==> src/imf_pkg.sv <==
// How it works
// - Mask bits read and write; one enables
// - Reset clears every mask bit
// - Timer masks gate timer flags, same bits
// - Converter mask gates converter done flag
// - One mask bit per input pin
// - Pins share one read-only flag
// - Flags clear on read; writes ignored
// - Unused bits read as zero
// - Accept pushes next address onto stack
// - Then vector from page one loads
// - Core fetches at vector after load
// - Push plus vector load take twelve cycles
// - Flag sets always; request needs mask
// - Interrupt needs flag, mask, global enable
// - Accept clears the global enable
// - Pending request wakes a halted core
// - Timer flags set on falling edges
package imf_pkg;
  localparam logic [7:0]  PIN_MASK_ADDR   = 8'hE8;
  localparam logic [7:0]  TIMER_MASK_ADDR = 8'hEB;
  localparam logic [7:0]  CONV_MASK_ADDR  = 8'hEC;
  localparam logic [7:0]  PIN_FLAG_ADDR   = 8'hED;
  localparam logic [7:0]  TIMER_FLAG_ADDR = 8'hEF;
  localparam logic [7:0]  CONV_FLAG_ADDR  = 8'hF0;
  localparam logic [7:0]  GLOBAL_EN_ADDR  = 8'hF8;
  localparam int          DATA_W          = 4;
  localparam int          PC_W            = 12;
  localparam int          TIMER_SLOW_BIT  = 2;
  localparam int          TIMER_MID_BIT   = 1;
  localparam int          TIMER_FAST_BIT  = 0;
  localparam int          CONV_DONE_BIT   = 0;
  localparam int          PIN_FLAG_BIT    = 0;
  localparam int          GLOBAL_EN_BIT   = 0;
  localparam logic [3:0]  MASK_RESET      = 4'h0;
  localparam logic [3:0]  FLAG_RESET      = 4'h0;
  localparam int          SEQ_CYCLES      = 12;
  localparam int          PUSH_NIBBLES    = 3;
  localparam logic [3:0]  VEC_PAGE        = 4'h1;
  localparam logic [7:0]  VEC_PIN         = 8'h02;
  localparam logic [7:0]  VEC_CONV        = 8'h04;
  localparam logic [7:0]  VEC_TIMER       = 8'h06;
endpackage

==> src/imf_fall_sync.sv <==
`timescale 1ns/10ps
// Two-stage synchroniser with a falling-edge pulse per bit
module imf_fall_sync #(
  parameter int WIDTH = 3
) (
  input  wire logic             clock_i,  // System clock
  input  wire logic             rstn_i,   // Async reset, active low
  input  wire logic [WIDTH-1:0] level_i,  // Asynchronous levels
  output logic      [WIDTH-1:0] fall_o    // One-cycle pulse on 1->0
);
  logic [WIDTH-1:0] meta;
  logic [WIDTH-1:0] sync;
  logic [WIDTH-1:0] last;

  // Refused at elaboration: a zero-width edge detector has nothing to watch
  if (WIDTH < 1)
  begin : g_width_check
    $error("imf_fall_sync: WIDTH must be at least 1");
  end

  always_ff @(posedge clock_i or negedge rstn_i)
  begin
    if (!rstn_i)
    begin
      meta <= '0;
      sync <= '0;
      last <= '0;
    end
    else
    begin
      meta <= level_i;
      sync <= meta;
      last <= sync;
    end
  end

  assign fall_o = last & ~sync;
endmodule

==> src/imf_vector_seq.sv <==
`timescale 1ns/10ps
// Return-address push and vector load, fixed length
module imf_vector_seq (
  input  wire logic        clock_i,     // System clock
  input  wire logic        rstn_i,      // Async reset, active low
  input  wire logic        start_i,     // Accept pulse
  input  wire logic [11:0] ret_pc_i,    // Address of next instruction
  input  wire logic [11:0] vector_i,    // Vector to load
  output logic             busy_o,      // Sequence running
  output logic             push_o,      // Stack write strobe
  output logic [1:0]       push_idx_o,  // Nibble index, low first
  output logic [3:0]       push_nib_o,  // Nibble written to stack
  output logic             pc_load_o,   // Program counter load strobe
  output logic [11:0]      pc_vector_o  // Value to load
);
  typedef enum logic {IMF_IDLE, IMF_RUN} imf_seq_t;
  imf_seq_t    state;
  logic [3:0]  count;
  logic [11:0] ret_pc;

  always_ff @(posedge clock_i or negedge rstn_i)
  begin
    if (!rstn_i)
    begin
      state       <= IMF_IDLE;
      count       <= 4'h0;
      ret_pc      <= 12'h000;
      pc_vector_o <= 12'h000;
    end
    else
    begin
      case (state)
        IMF_IDLE:
        begin
          count <= 4'h0;
          if (start_i)
          begin
            state       <= IMF_RUN;
            ret_pc      <= ret_pc_i;
            pc_vector_o <= vector_i;
          end
        end
        IMF_RUN:
        begin
          if (count == 4'(imf_pkg::SEQ_CYCLES - 1))
            state <= IMF_IDLE;
          count <= count + 4'h1;
        end
        default:
          state <= IMF_IDLE;
      endcase
    end
  end

  assign busy_o     = (state == IMF_RUN);
  assign push_o     = busy_o && (count < 4'(imf_pkg::PUSH_NIBBLES));
  assign push_idx_o = count[1:0];
  assign push_nib_o = (count[1:0] == 2'h0) ? ret_pc[3:0] :
                      (count[1:0] == 2'h1) ? ret_pc[7:4] : ret_pc[11:8];
  assign pc_load_o  = busy_o && (count == 4'(imf_pkg::SEQ_CYCLES - 1));
endmodule

==> src/imf_unit.sv <==
// The strobed register port was chosen for this implementation.
`timescale 1ns/10ps
// Interrupt masks, read-clear factor flags and vectoring
module imf_unit (
  input  wire logic        clock_i,        // System clock, 25 MHz
  input  wire logic        rstn_i,         // Async reset, active low
  input  wire logic [7:0]  addr_i,         // Register address
  input  wire logic [3:0]  wdata_i,        // Write data
  input  wire logic        wr_i,           // Write strobe
  input  wire logic        rd_i,           // Read strobe
  output logic      [3:0]  rdata_o,        // Read data, cycle after strobe
  input  wire logic        timer_slow_i,   // 2 Hz timer signal
  input  wire logic        timer_mid_i,    // 8 Hz timer signal
  input  wire logic        timer_fast_i,   // 32 Hz timer signal
  input  wire logic        conv_done_i,    // Conversion finished pulse
  input  wire logic [3:0]  pin_event_i,    // Input pin edge pulses
  input  wire logic        set_ei_i,       // Core sets global enable
  input  wire logic        set_di_i,       // Core clears global enable
  input  wire logic        boundary_i,     // Core at instruction boundary
  input  wire logic        halted_i,       // Core halted, clock stopped
  input  wire logic [11:0] next_pc_i,      // Address of next instruction
  output logic             irq_req_o,      // Request toward core
  output logic             wake_o,         // Restart halted clock
  output logic             busy_o,         // Vectoring in progress
  output logic             push_o,         // Stack write strobe
  output logic      [1:0]  push_idx_o,     // Stack nibble index
  output logic      [3:0]  push_nib_o,     // Stack nibble
  output logic             pc_load_o,      // Load program counter
  output logic      [11:0] pc_vector_o,    // Vector address
  output logic             global_irq_enabled_o // Global enable flag
);
  logic [3:0] pin_masks;
  logic [2:0] timer_masks;
  logic       conv_mask;
  logic [2:0] timer_flags;
  logic       conv_flag;
  logic       pin_flag;
  logic       global_irq_enabled;
  logic [2:0] timer_fall;
  logic       pin_hit;
  logic       pend_timer;
  logic       pend_conv;
  logic       pend_pin;
  logic       any_pend;
  logic       accept;
  logic [11:0] next_vector;
  logic [3:0] next_rdata;
  logic       wr_hit_pin;
  logic       wr_hit_timer;
  logic       wr_hit_conv;
  logic       rd_timer;
  logic       rd_conv;
  logic       rd_pin;

  assign wr_hit_pin   = wr_i && (addr_i == imf_pkg::PIN_MASK_ADDR);
  assign wr_hit_timer = wr_i && (addr_i == imf_pkg::TIMER_MASK_ADDR);
  assign wr_hit_conv  = wr_i && (addr_i == imf_pkg::CONV_MASK_ADDR);
  assign rd_timer     = rd_i && (addr_i == imf_pkg::TIMER_FLAG_ADDR);
  assign rd_conv      = rd_i && (addr_i == imf_pkg::CONV_FLAG_ADDR);
  assign rd_pin       = rd_i && (addr_i == imf_pkg::PIN_FLAG_ADDR);

  imf_fall_sync #(
    .WIDTH (3)
  ) u_timer_edges (
    .clock_i (clock_i),
    .rstn_i  (rstn_i),
    .level_i ({timer_slow_i, timer_mid_i, timer_fast_i}),
    .fall_o  (timer_fall)
  );

  always_ff @(posedge clock_i or negedge rstn_i)
  begin
    if (!rstn_i)
    begin
      pin_masks   <= imf_pkg::MASK_RESET;
      timer_masks <= imf_pkg::MASK_RESET[2:0];
      conv_mask   <= imf_pkg::MASK_RESET[0];
    end
    else
    begin
      if (wr_hit_pin)
        pin_masks <= wdata_i;
      if (wr_hit_timer)
        timer_masks <= wdata_i[2:0];
      if (wr_hit_conv)
        conv_mask <= wdata_i[imf_pkg::CONV_DONE_BIT];
    end
  end

  // Read clears, set wins over clear
  always_ff @(posedge clock_i or negedge rstn_i)
  begin
    if (!rstn_i)
    begin
      timer_flags <= imf_pkg::FLAG_RESET[2:0];
      conv_flag   <= imf_pkg::FLAG_RESET[0];
      pin_flag    <= imf_pkg::FLAG_RESET[0];
    end
    else
    begin
      timer_flags <= (rd_timer ? 3'h0 : timer_flags) | timer_fall;
      conv_flag   <= (rd_conv ? 1'b0 : conv_flag) | conv_done_i;
      pin_flag    <= (rd_pin ? 1'b0 : pin_flag) | pin_hit;
    end
  end

  assign pin_hit = |pin_event_i;

  assign pend_timer = |(timer_flags & timer_masks);
  assign pend_conv  = conv_flag & conv_mask;
  // Any pin event counts once enabled on any pin
  assign pend_pin   = pin_flag & (|pin_masks);
  assign any_pend   = pend_timer | pend_conv | pend_pin;

  assign irq_req_o = global_irq_enabled && any_pend && !busy_o;
  assign accept    = irq_req_o && boundary_i;
  assign wake_o    = halted_i && any_pend;

  always_ff @(posedge clock_i or negedge rstn_i)
  begin
    if (!rstn_i)
      global_irq_enabled <= 1'b0;
    else if (accept || set_di_i)
      global_irq_enabled <= 1'b0;
    else if (set_ei_i || (wr_i && (addr_i == imf_pkg::GLOBAL_EN_ADDR)
                          && wdata_i[imf_pkg::GLOBAL_EN_BIT]))
      global_irq_enabled <= 1'b1;
  end

  assign global_irq_enabled_o = global_irq_enabled;

  always_comb
  begin
    if (pend_pin)
      next_vector = {imf_pkg::VEC_PAGE, imf_pkg::VEC_PIN};
    else if (pend_conv)
      next_vector = {imf_pkg::VEC_PAGE, imf_pkg::VEC_CONV};
    else
      next_vector = {imf_pkg::VEC_PAGE, imf_pkg::VEC_TIMER};
  end

  // Core fetches at vector after load
  imf_vector_seq u_seq (
    .clock_i     (clock_i),
    .rstn_i      (rstn_i),
    .start_i     (accept),
    .ret_pc_i    (next_pc_i),
    .vector_i    (next_vector),
    .busy_o      (busy_o),
    .push_o      (push_o),
    .push_idx_o  (push_idx_o),
    .push_nib_o  (push_nib_o),
    .pc_load_o   (pc_load_o),
    .pc_vector_o (pc_vector_o)
  );

  always_comb
  begin
    next_rdata = 4'h0;
    case (addr_i)
      imf_pkg::PIN_MASK_ADDR:   next_rdata = pin_masks;
      imf_pkg::TIMER_MASK_ADDR: next_rdata = {1'b0, timer_masks};
      imf_pkg::CONV_MASK_ADDR:  next_rdata = {3'h0, conv_mask};
      imf_pkg::PIN_FLAG_ADDR:   next_rdata = {3'h0, pin_flag};
      imf_pkg::TIMER_FLAG_ADDR: next_rdata = {1'b0, timer_flags};
      imf_pkg::CONV_FLAG_ADDR:  next_rdata = {3'h0, conv_flag};
      imf_pkg::GLOBAL_EN_ADDR:  next_rdata = {3'h0, global_irq_enabled};
      default:                  next_rdata = 4'h0;
    endcase
  end

  always_ff @(posedge clock_i or negedge rstn_i)
  begin
    if (!rstn_i)
      rdata_o <= 4'h0;
    else if (rd_i)
      rdata_o <= next_rdata;
    else
      rdata_o <= 4'h0;
  end

  a_mask_write_store: assert property (
    @(posedge clock_i) disable iff (!rstn_i)
    wr_hit_pin |=> pin_masks == $past(wdata_i))
    else $error("pin mask write not stored");

  a_flag_read_clear: assert property (
    @(posedge clock_i) disable iff (!rstn_i)
    rd_timer && (timer_fall == 3'h0) |=> timer_flags == 3'h0)
    else $error("timer flags not cleared by read");

  a_reserved_bits_zero: assert property (
    @(posedge clock_i) disable iff (!rstn_i)
    rd_i && (addr_i == imf_pkg::TIMER_MASK_ADDR) |=> rdata_o[3] == 1'b0)
    else $error("reserved bit read nonzero");

  a_request_needs_all: assert property (
    @(posedge clock_i) disable iff (!rstn_i)
    irq_req_o |-> global_irq_enabled && (((timer_flags & timer_masks) != 3'h0)
      || (conv_flag && conv_mask) || (pin_flag && (pin_masks != 4'h0))))
    else $error("request without enable and pending flag");

  a_masked_no_request: assert property (
    @(posedge clock_i) disable iff (!rstn_i)
    (timer_masks == 3'h0) && !conv_mask && (pin_masks == 4'h0) |-> !irq_req_o)
    else $error("request raised while all masked");

  a_accept_clears_ei: assert property (
    @(posedge clock_i) disable iff (!rstn_i)
    accept |=> !global_irq_enabled)
    else $error("global enable not cleared on accept");

  a_push_then_load: assert property (
    @(posedge clock_i) disable iff (!rstn_i)
    accept |=> push_o ##11 pc_load_o)
    else $error("vector load not twelve cycles after accept");

  a_halt_wake: assert property (
    @(posedge clock_i) disable iff (!rstn_i)
    halted_i && any_pend |-> wake_o)
    else $error("halted core not woken");

  a_timer_fall_flag: assert property (
    @(posedge clock_i) disable iff (!rstn_i)
    timer_fall[imf_pkg::TIMER_SLOW_BIT] |=> timer_flags[imf_pkg::TIMER_SLOW_BIT])
    else $error("slow timer flag not set on falling edge");

  a_pin_flag_set: assert property (
    @(posedge clock_i) disable iff (!rstn_i)
    pin_hit |=> pin_flag)
    else $error("pin flag not set by pin event");

  a_timer_mask_store: assert property (
    @(posedge clock_i) disable iff (!rstn_i)
    wr_hit_timer |=> timer_masks == $past(wdata_i[2:0]))
    else $error("timer mask write not stored");

  a_conv_mask_store: assert property (
    @(posedge clock_i) disable iff (!rstn_i)
    wr_hit_conv |=> conv_mask == $past(wdata_i[imf_pkg::CONV_DONE_BIT]))
    else $error("converter mask write not stored");

  a_conv_read_clear: assert property (
    @(posedge clock_i) disable iff (!rstn_i)
    rd_conv && !conv_done_i |=> !conv_flag)
    else $error("converter flag not cleared by read");

  a_pin_read_clear: assert property (
    @(posedge clock_i) disable iff (!rstn_i)
    rd_pin && !pin_hit |=> !pin_flag)
    else $error("pin flag not cleared by read");

  a_flag_write_ignored: assert property (
    @(posedge clock_i) disable iff (!rstn_i)
    wr_i && (addr_i == imf_pkg::TIMER_FLAG_ADDR) && (timer_fall == 3'h0)
      |=> $stable(timer_flags))
    else $error("timer flags changed by a write");

  a_conv_set_unmasked: assert property (
    @(posedge clock_i) disable iff (!rstn_i)
    conv_done_i |=> conv_flag)
    else $error("converter flag not set by completion");

  a_timer_gate: assert property (
    @(posedge clock_i) disable iff (!rstn_i)
    ((timer_flags & timer_masks) == 3'h0) && !(conv_flag && conv_mask)
      && !(pin_flag && (pin_masks != 4'h0)) |-> !irq_req_o)
    else $error("request without an enabled pending flag");

  a_no_req_disabled: assert property (
    @(posedge clock_i) disable iff (!rstn_i)
    !global_irq_enabled |-> !irq_req_o)
    else $error("request while global enable clear");

  a_ei_sets_enable: assert property (
    @(posedge clock_i) disable iff (!rstn_i)
    set_ei_i && !set_di_i && !accept |=> global_irq_enabled)
    else $error("global enable not set by core");

  a_push_low_first: assert property (
    @(posedge clock_i) disable iff (!rstn_i)
    accept |=> push_o && (push_idx_o == 2'h0) && (push_nib_o == $past(next_pc_i[3:0])))
    else $error("return address low nibble not pushed first");

  a_vector_page_one: assert property (
    @(posedge clock_i) disable iff (!rstn_i)
    pc_load_o |-> pc_vector_o[11:8] == imf_pkg::VEC_PAGE)
    else $error("vector outside page one");

  a_pin_first: assert property (
    @(posedge clock_i) disable iff (!rstn_i)
    accept && pin_flag && (pin_masks != 4'h0)
      |=> pc_vector_o == {imf_pkg::VEC_PAGE, imf_pkg::VEC_PIN})
    else $error("pin request not given its vector");

  a_busy_span: assert property (
    @(posedge clock_i) disable iff (!rstn_i)
    accept |=> busy_o ##11 busy_o ##1 !busy_o)
    else $error("vectoring not twelve cycles long");
endmodule

==> config.mk <==
export PLATFORM = sky130hd
export DESIGN_NAME = imf_unit
export DESIGN_NICKNAME = d
export VERILOG_FILES = /design/src/imf_pkg.sv /design/src/imf_fall_sync.sv /design/src/imf_vector_seq.sv /design/src/imf_unit.sv
export SDC_FILE = /design/constraint.sdc
export NUM_CORES = 1
export LEC_CHECK = 0
export BUFFER_PORTS_ARGS = -buffer_cell sky130_fd_sc_hd__buf_2
export CAP_MARGIN = 20
export CELL_PAD_IN_SITES_DETAIL_PLACEMENT = 0
export CELL_PAD_IN_SITES_GLOBAL_PLACEMENT = 1
export CORE_UTILIZATION = 29
export CTS_BUF_LIST = sky130_fd_sc_hd__clkbuf_16
export DETAILED_ROUTE_END_ITERATION = 12
export HOLD_SLACK_MARGIN = 0.12
export PLACE_DENSITY_LB_ADDON = 0.2
export SLEW_MARGIN = 20
export SYNTH_ARGS = -nofsm -noshare
export SYNTH_HDL_FRONTEND = slang
export SYNTH_SLANG_ARGS = --single-unit
==> constraint.sdc <==
create_clock -name clock_i -period 5.35 [get_ports clock_i]
set_input_delay 0.2675 -clock clock_i [delete_from_list [all_inputs] [get_ports clock_i]]
set_output_delay 0.2675 -clock clock_i [all_outputs]
set_load 0.01 [all_outputs]
==> impl_results.md <==
- Vias per cell: 4.44
- ANT cells: 0
- Root buffer selected by CTS: clkbuf_16
- RSZ-0062 raised after global routing: false
- Worst slack after detailed placement: 3.33 ns
- Setup Crit Path Kind: reg -> out
- Placeable Area: 7330 um2
- Final number of hold-violating endpoints: 0
- Width of the die: 89.4 um
- Global routing met2 resource utilization: 19.5%
- Latest clock arrival within the worst-skew pair: 0.28 ns
- Die height: 89.4 um
- Number of synthesized flops with an enable pin: 0
- Met3 routing resource usage after global routing: 3.32%
- Drt pass-1 iters: 4
- Power density normalized to cell area: 393 nW/um2
- Routed WL: 4.44 mm
- Measured slew at the worst slew-check pin: 1.00 ns
- CTS sink count: 47
- Most numerous cell types in the synthesized netlist: dfrtp_1, mux2_2, buf_4
- Effective utilization at floorplan: 30.2%
- Primary flip-flop cell chosen by synthesis mapping: dfrtp_1
- Placement row count: 31
- Boundary Pins: 68
- Final-layout setup total negative slack: 0 ns
- Max Freq: 0.495 GHz
- Largest net degree at the start of global routing: 48
- Number of buffer cells added on primary ports: 58
- First DRT Iteration DRCs: 51
- Number of storage elements in the synthesis netlist: 47
- Global-route wire length before repair: 7.26 mm
- Final routed wire length divided by cell count: 13.1 um
- Crit path arrival time: 1.75 ns
- Die area: 7990 um2
- Sort of element at the end of the critical path: primary output
- Antenna viol nets, final: 0
- Clock tree from TritonCTS: yes
- Pleak: 1.31 nW
- Number of cells produced by synthesis: 178
- Proportion of synthesized chip area in sequential cells: 53.1%
- Status: finished, final reports clean
- Max-Cap Viols: 0
- Ordered list of cells on the worst path: o41ai_4 -> nand3_1 -> and3b_1 -> buf_2
- Maximum root-to-sink buffer count: 2
- Clock skew after layout: 0.00590 ns
- Met1 track utilization from global routing: 16.3%
- Placed instance area: 2540 um2
- Clock transition at the register clock pins on the worst setup and hold paths after CTS: 0.06 ns
- Setup violators final: 0
- Post-layout min period: 2.02 ns
- Worst voltage drop across the vdd grid: 0.152 mV
- Fraction of synthesized cell area taken by the top area cell type: 53.1%
- CP peak stage delay: 0.52 ns
- H-tree Lvls: 2
- All-Layer GR Usage: 12.2%
- Worst slew slack as a fraction of its limit: 33.2%
- Fraction of final layout cells with drive strength greater than 1: 38.9%
- DP Wirelength: 3.33 mm
- Via count of the first global-routing pass: 1487
- Synth unique cells: 44
- Filler cells: 735
- Yosys warns: 0
- Cell types with the largest area share after synthesis: dfrtp_1, mux2_2, mux2_4, buf_4, mux2i_1
- Antenna violations before repair: 0
- Weighted congestion at the end of routability-driven global placement: 0.721
- Overall power of the completed layout: 1.07 mW
- Mean post-synth cell area: 12.4 um2
- Post-synthesis instance area: 2210 um2
- Hold WC Path Type: in -> reg
- Finished layout cell area: 2720 um2
- Cell with the largest stage delay on the worst path: o41ai_4
- Vias post-DR: 1500
- Post-route DRC: 0
- Critical-path maximum fanout: 4
- Period utilization: 37.7%
- Overflow left after global routing: 0
- Critical path data required time: 5.08 ns
- Synth-to-Final Area Change: 22.9%
- Reg-to-reg setup timing slack: 3.34 ns
- Share of synthesized flip-flops with an asynchronous set or reset: 100%
- Cell family with most CP delay: compound AO/OA/AOI/OAI gates
- Fin worst setup slack: 3.33 ns
- Most congested layer reported by global routing: met2
- Max Transition Viols Final: 0
- Clock buffer count from CTS: 5
- CP Buf/Inv Count: 1
- Most frequently used cell type in the post-synthesis netlist: dfrtp_1
- Library cell occupying the most area in the post-synthesis netlist: dfrtp_1
- Kind of start point of the critical path: register
- Number of post-CTS setup repair buffers: 0
- Net count of the finished layout: 281
per-layer routing:
layer	vias to the layer above	part of all wire, %	routed length, um
li1	735	-	-
met1	716	49	2170
met2	45	45	2020
met3	4	4.9	218
met4	0	0.72	32
met5	-	0	0
layout by cell type, fill, tap and decap left out, types with 5 or more instances in the layout:
cell	count
nor2_1	7
conb_1	9
dfrtp_1	47
buf_2	57
inv_1	6
nor3_1	6
o21ai_0	6
mux2i_1	6
nand3_1	5
nand2_1	10
mux2_4	9
clkbuf_16	5
mux2_2	14
what timing repair did:
action | 4_1_cts | 5_1_grt
hold buffers | 3 | 1
resized for setup | 0 | 0
endpoints found under the hold margin | 3 | 47
endpoints found under the setup margin | 0 | 0
flip-flops by register name (all words and copies together), names as in the netlist:
name,flops
u_seq.ret_pc,12
pin_masks,4
rdata_o,4
u_seq.count,4
timer_flags,3
timer_masks,3
u_seq.pc_vector_o,3
u_timer_edges.last,3
u_timer_edges.meta,3
u_timer_edges.sync,3
conv_flag,1
conv_mask,1
global_irq_enabled_o,1
pin_flag,1
u_seq.busy_o,1
path summary, 6_finish.rpt:
check	startpoint	to	cells after the start
worst max-delay path	pin_masks[2]	irq_req_o	4
worst min-delay path	set_di_i	global_irq_enabled_o	2
worst max register to register	conv_flag	u_seq.ret_pc[6]	3
worst min register to register	u_timer_edges.meta[2]	u_timer_edges.sync[2]	0
max in group asynchronous	rstn_i	timer_masks[2]	2
min in group asynchronous	rstn_i	u_seq.count[3]	2
cells by family (layout without fill, tap and decap cells):
kind of cell	after synthesis	after routing	share of synthesized area [%]
flops	47	47	53.1
buf+inv	23	76	6.55
mux	29	29	15.9
simple gates	50	50	12.4
xor+xnor	2	2	0.791
compound gates	23	23	9.32
fa+ha+maj	3	3	1.70
other cells	1	9	0.169
through the flow:
stage	utilization, %	cells	hold WS (ns)
2_1_floorplan	-	186	-0.0281
3_3_place_gp	34.6	326	0.333
3_5_place_dp	34.6	326	0.338
4_1_cts	37.0	337	0.153
5_1_grt	37.1	338	0.154
6_report	37.1	338	0.151
area by class of cell:
type | instances | area, um2 | share of cell area, %
sequential | 47 | 1180 | 43.2
multi-input combinational | 116 | 923 | 33.9
timing repair buffer | 62 | 333 | 12.2
clock buffer | 5 | 125 | 4.60
tap | 99 | 124 | 4.55
inverter | 6 | 22.5 | 0.827
clock inverter | 3 | 18.8 | 0.689
power breakdown:
group,internal [mW],switching (mW)
combinational,0.152,0.136
sequential,0.428,0.0543
clock,0.173,0.126
total,0.753,0.316
worst register-to-register path, stage by stage (launching register included):
cell and delay (ns):
dfrtp_1 0.40, a22oi_1 0.16, a311oi_4 0.92, mux2_2 0.42
(Power assumes the default switching activity.)
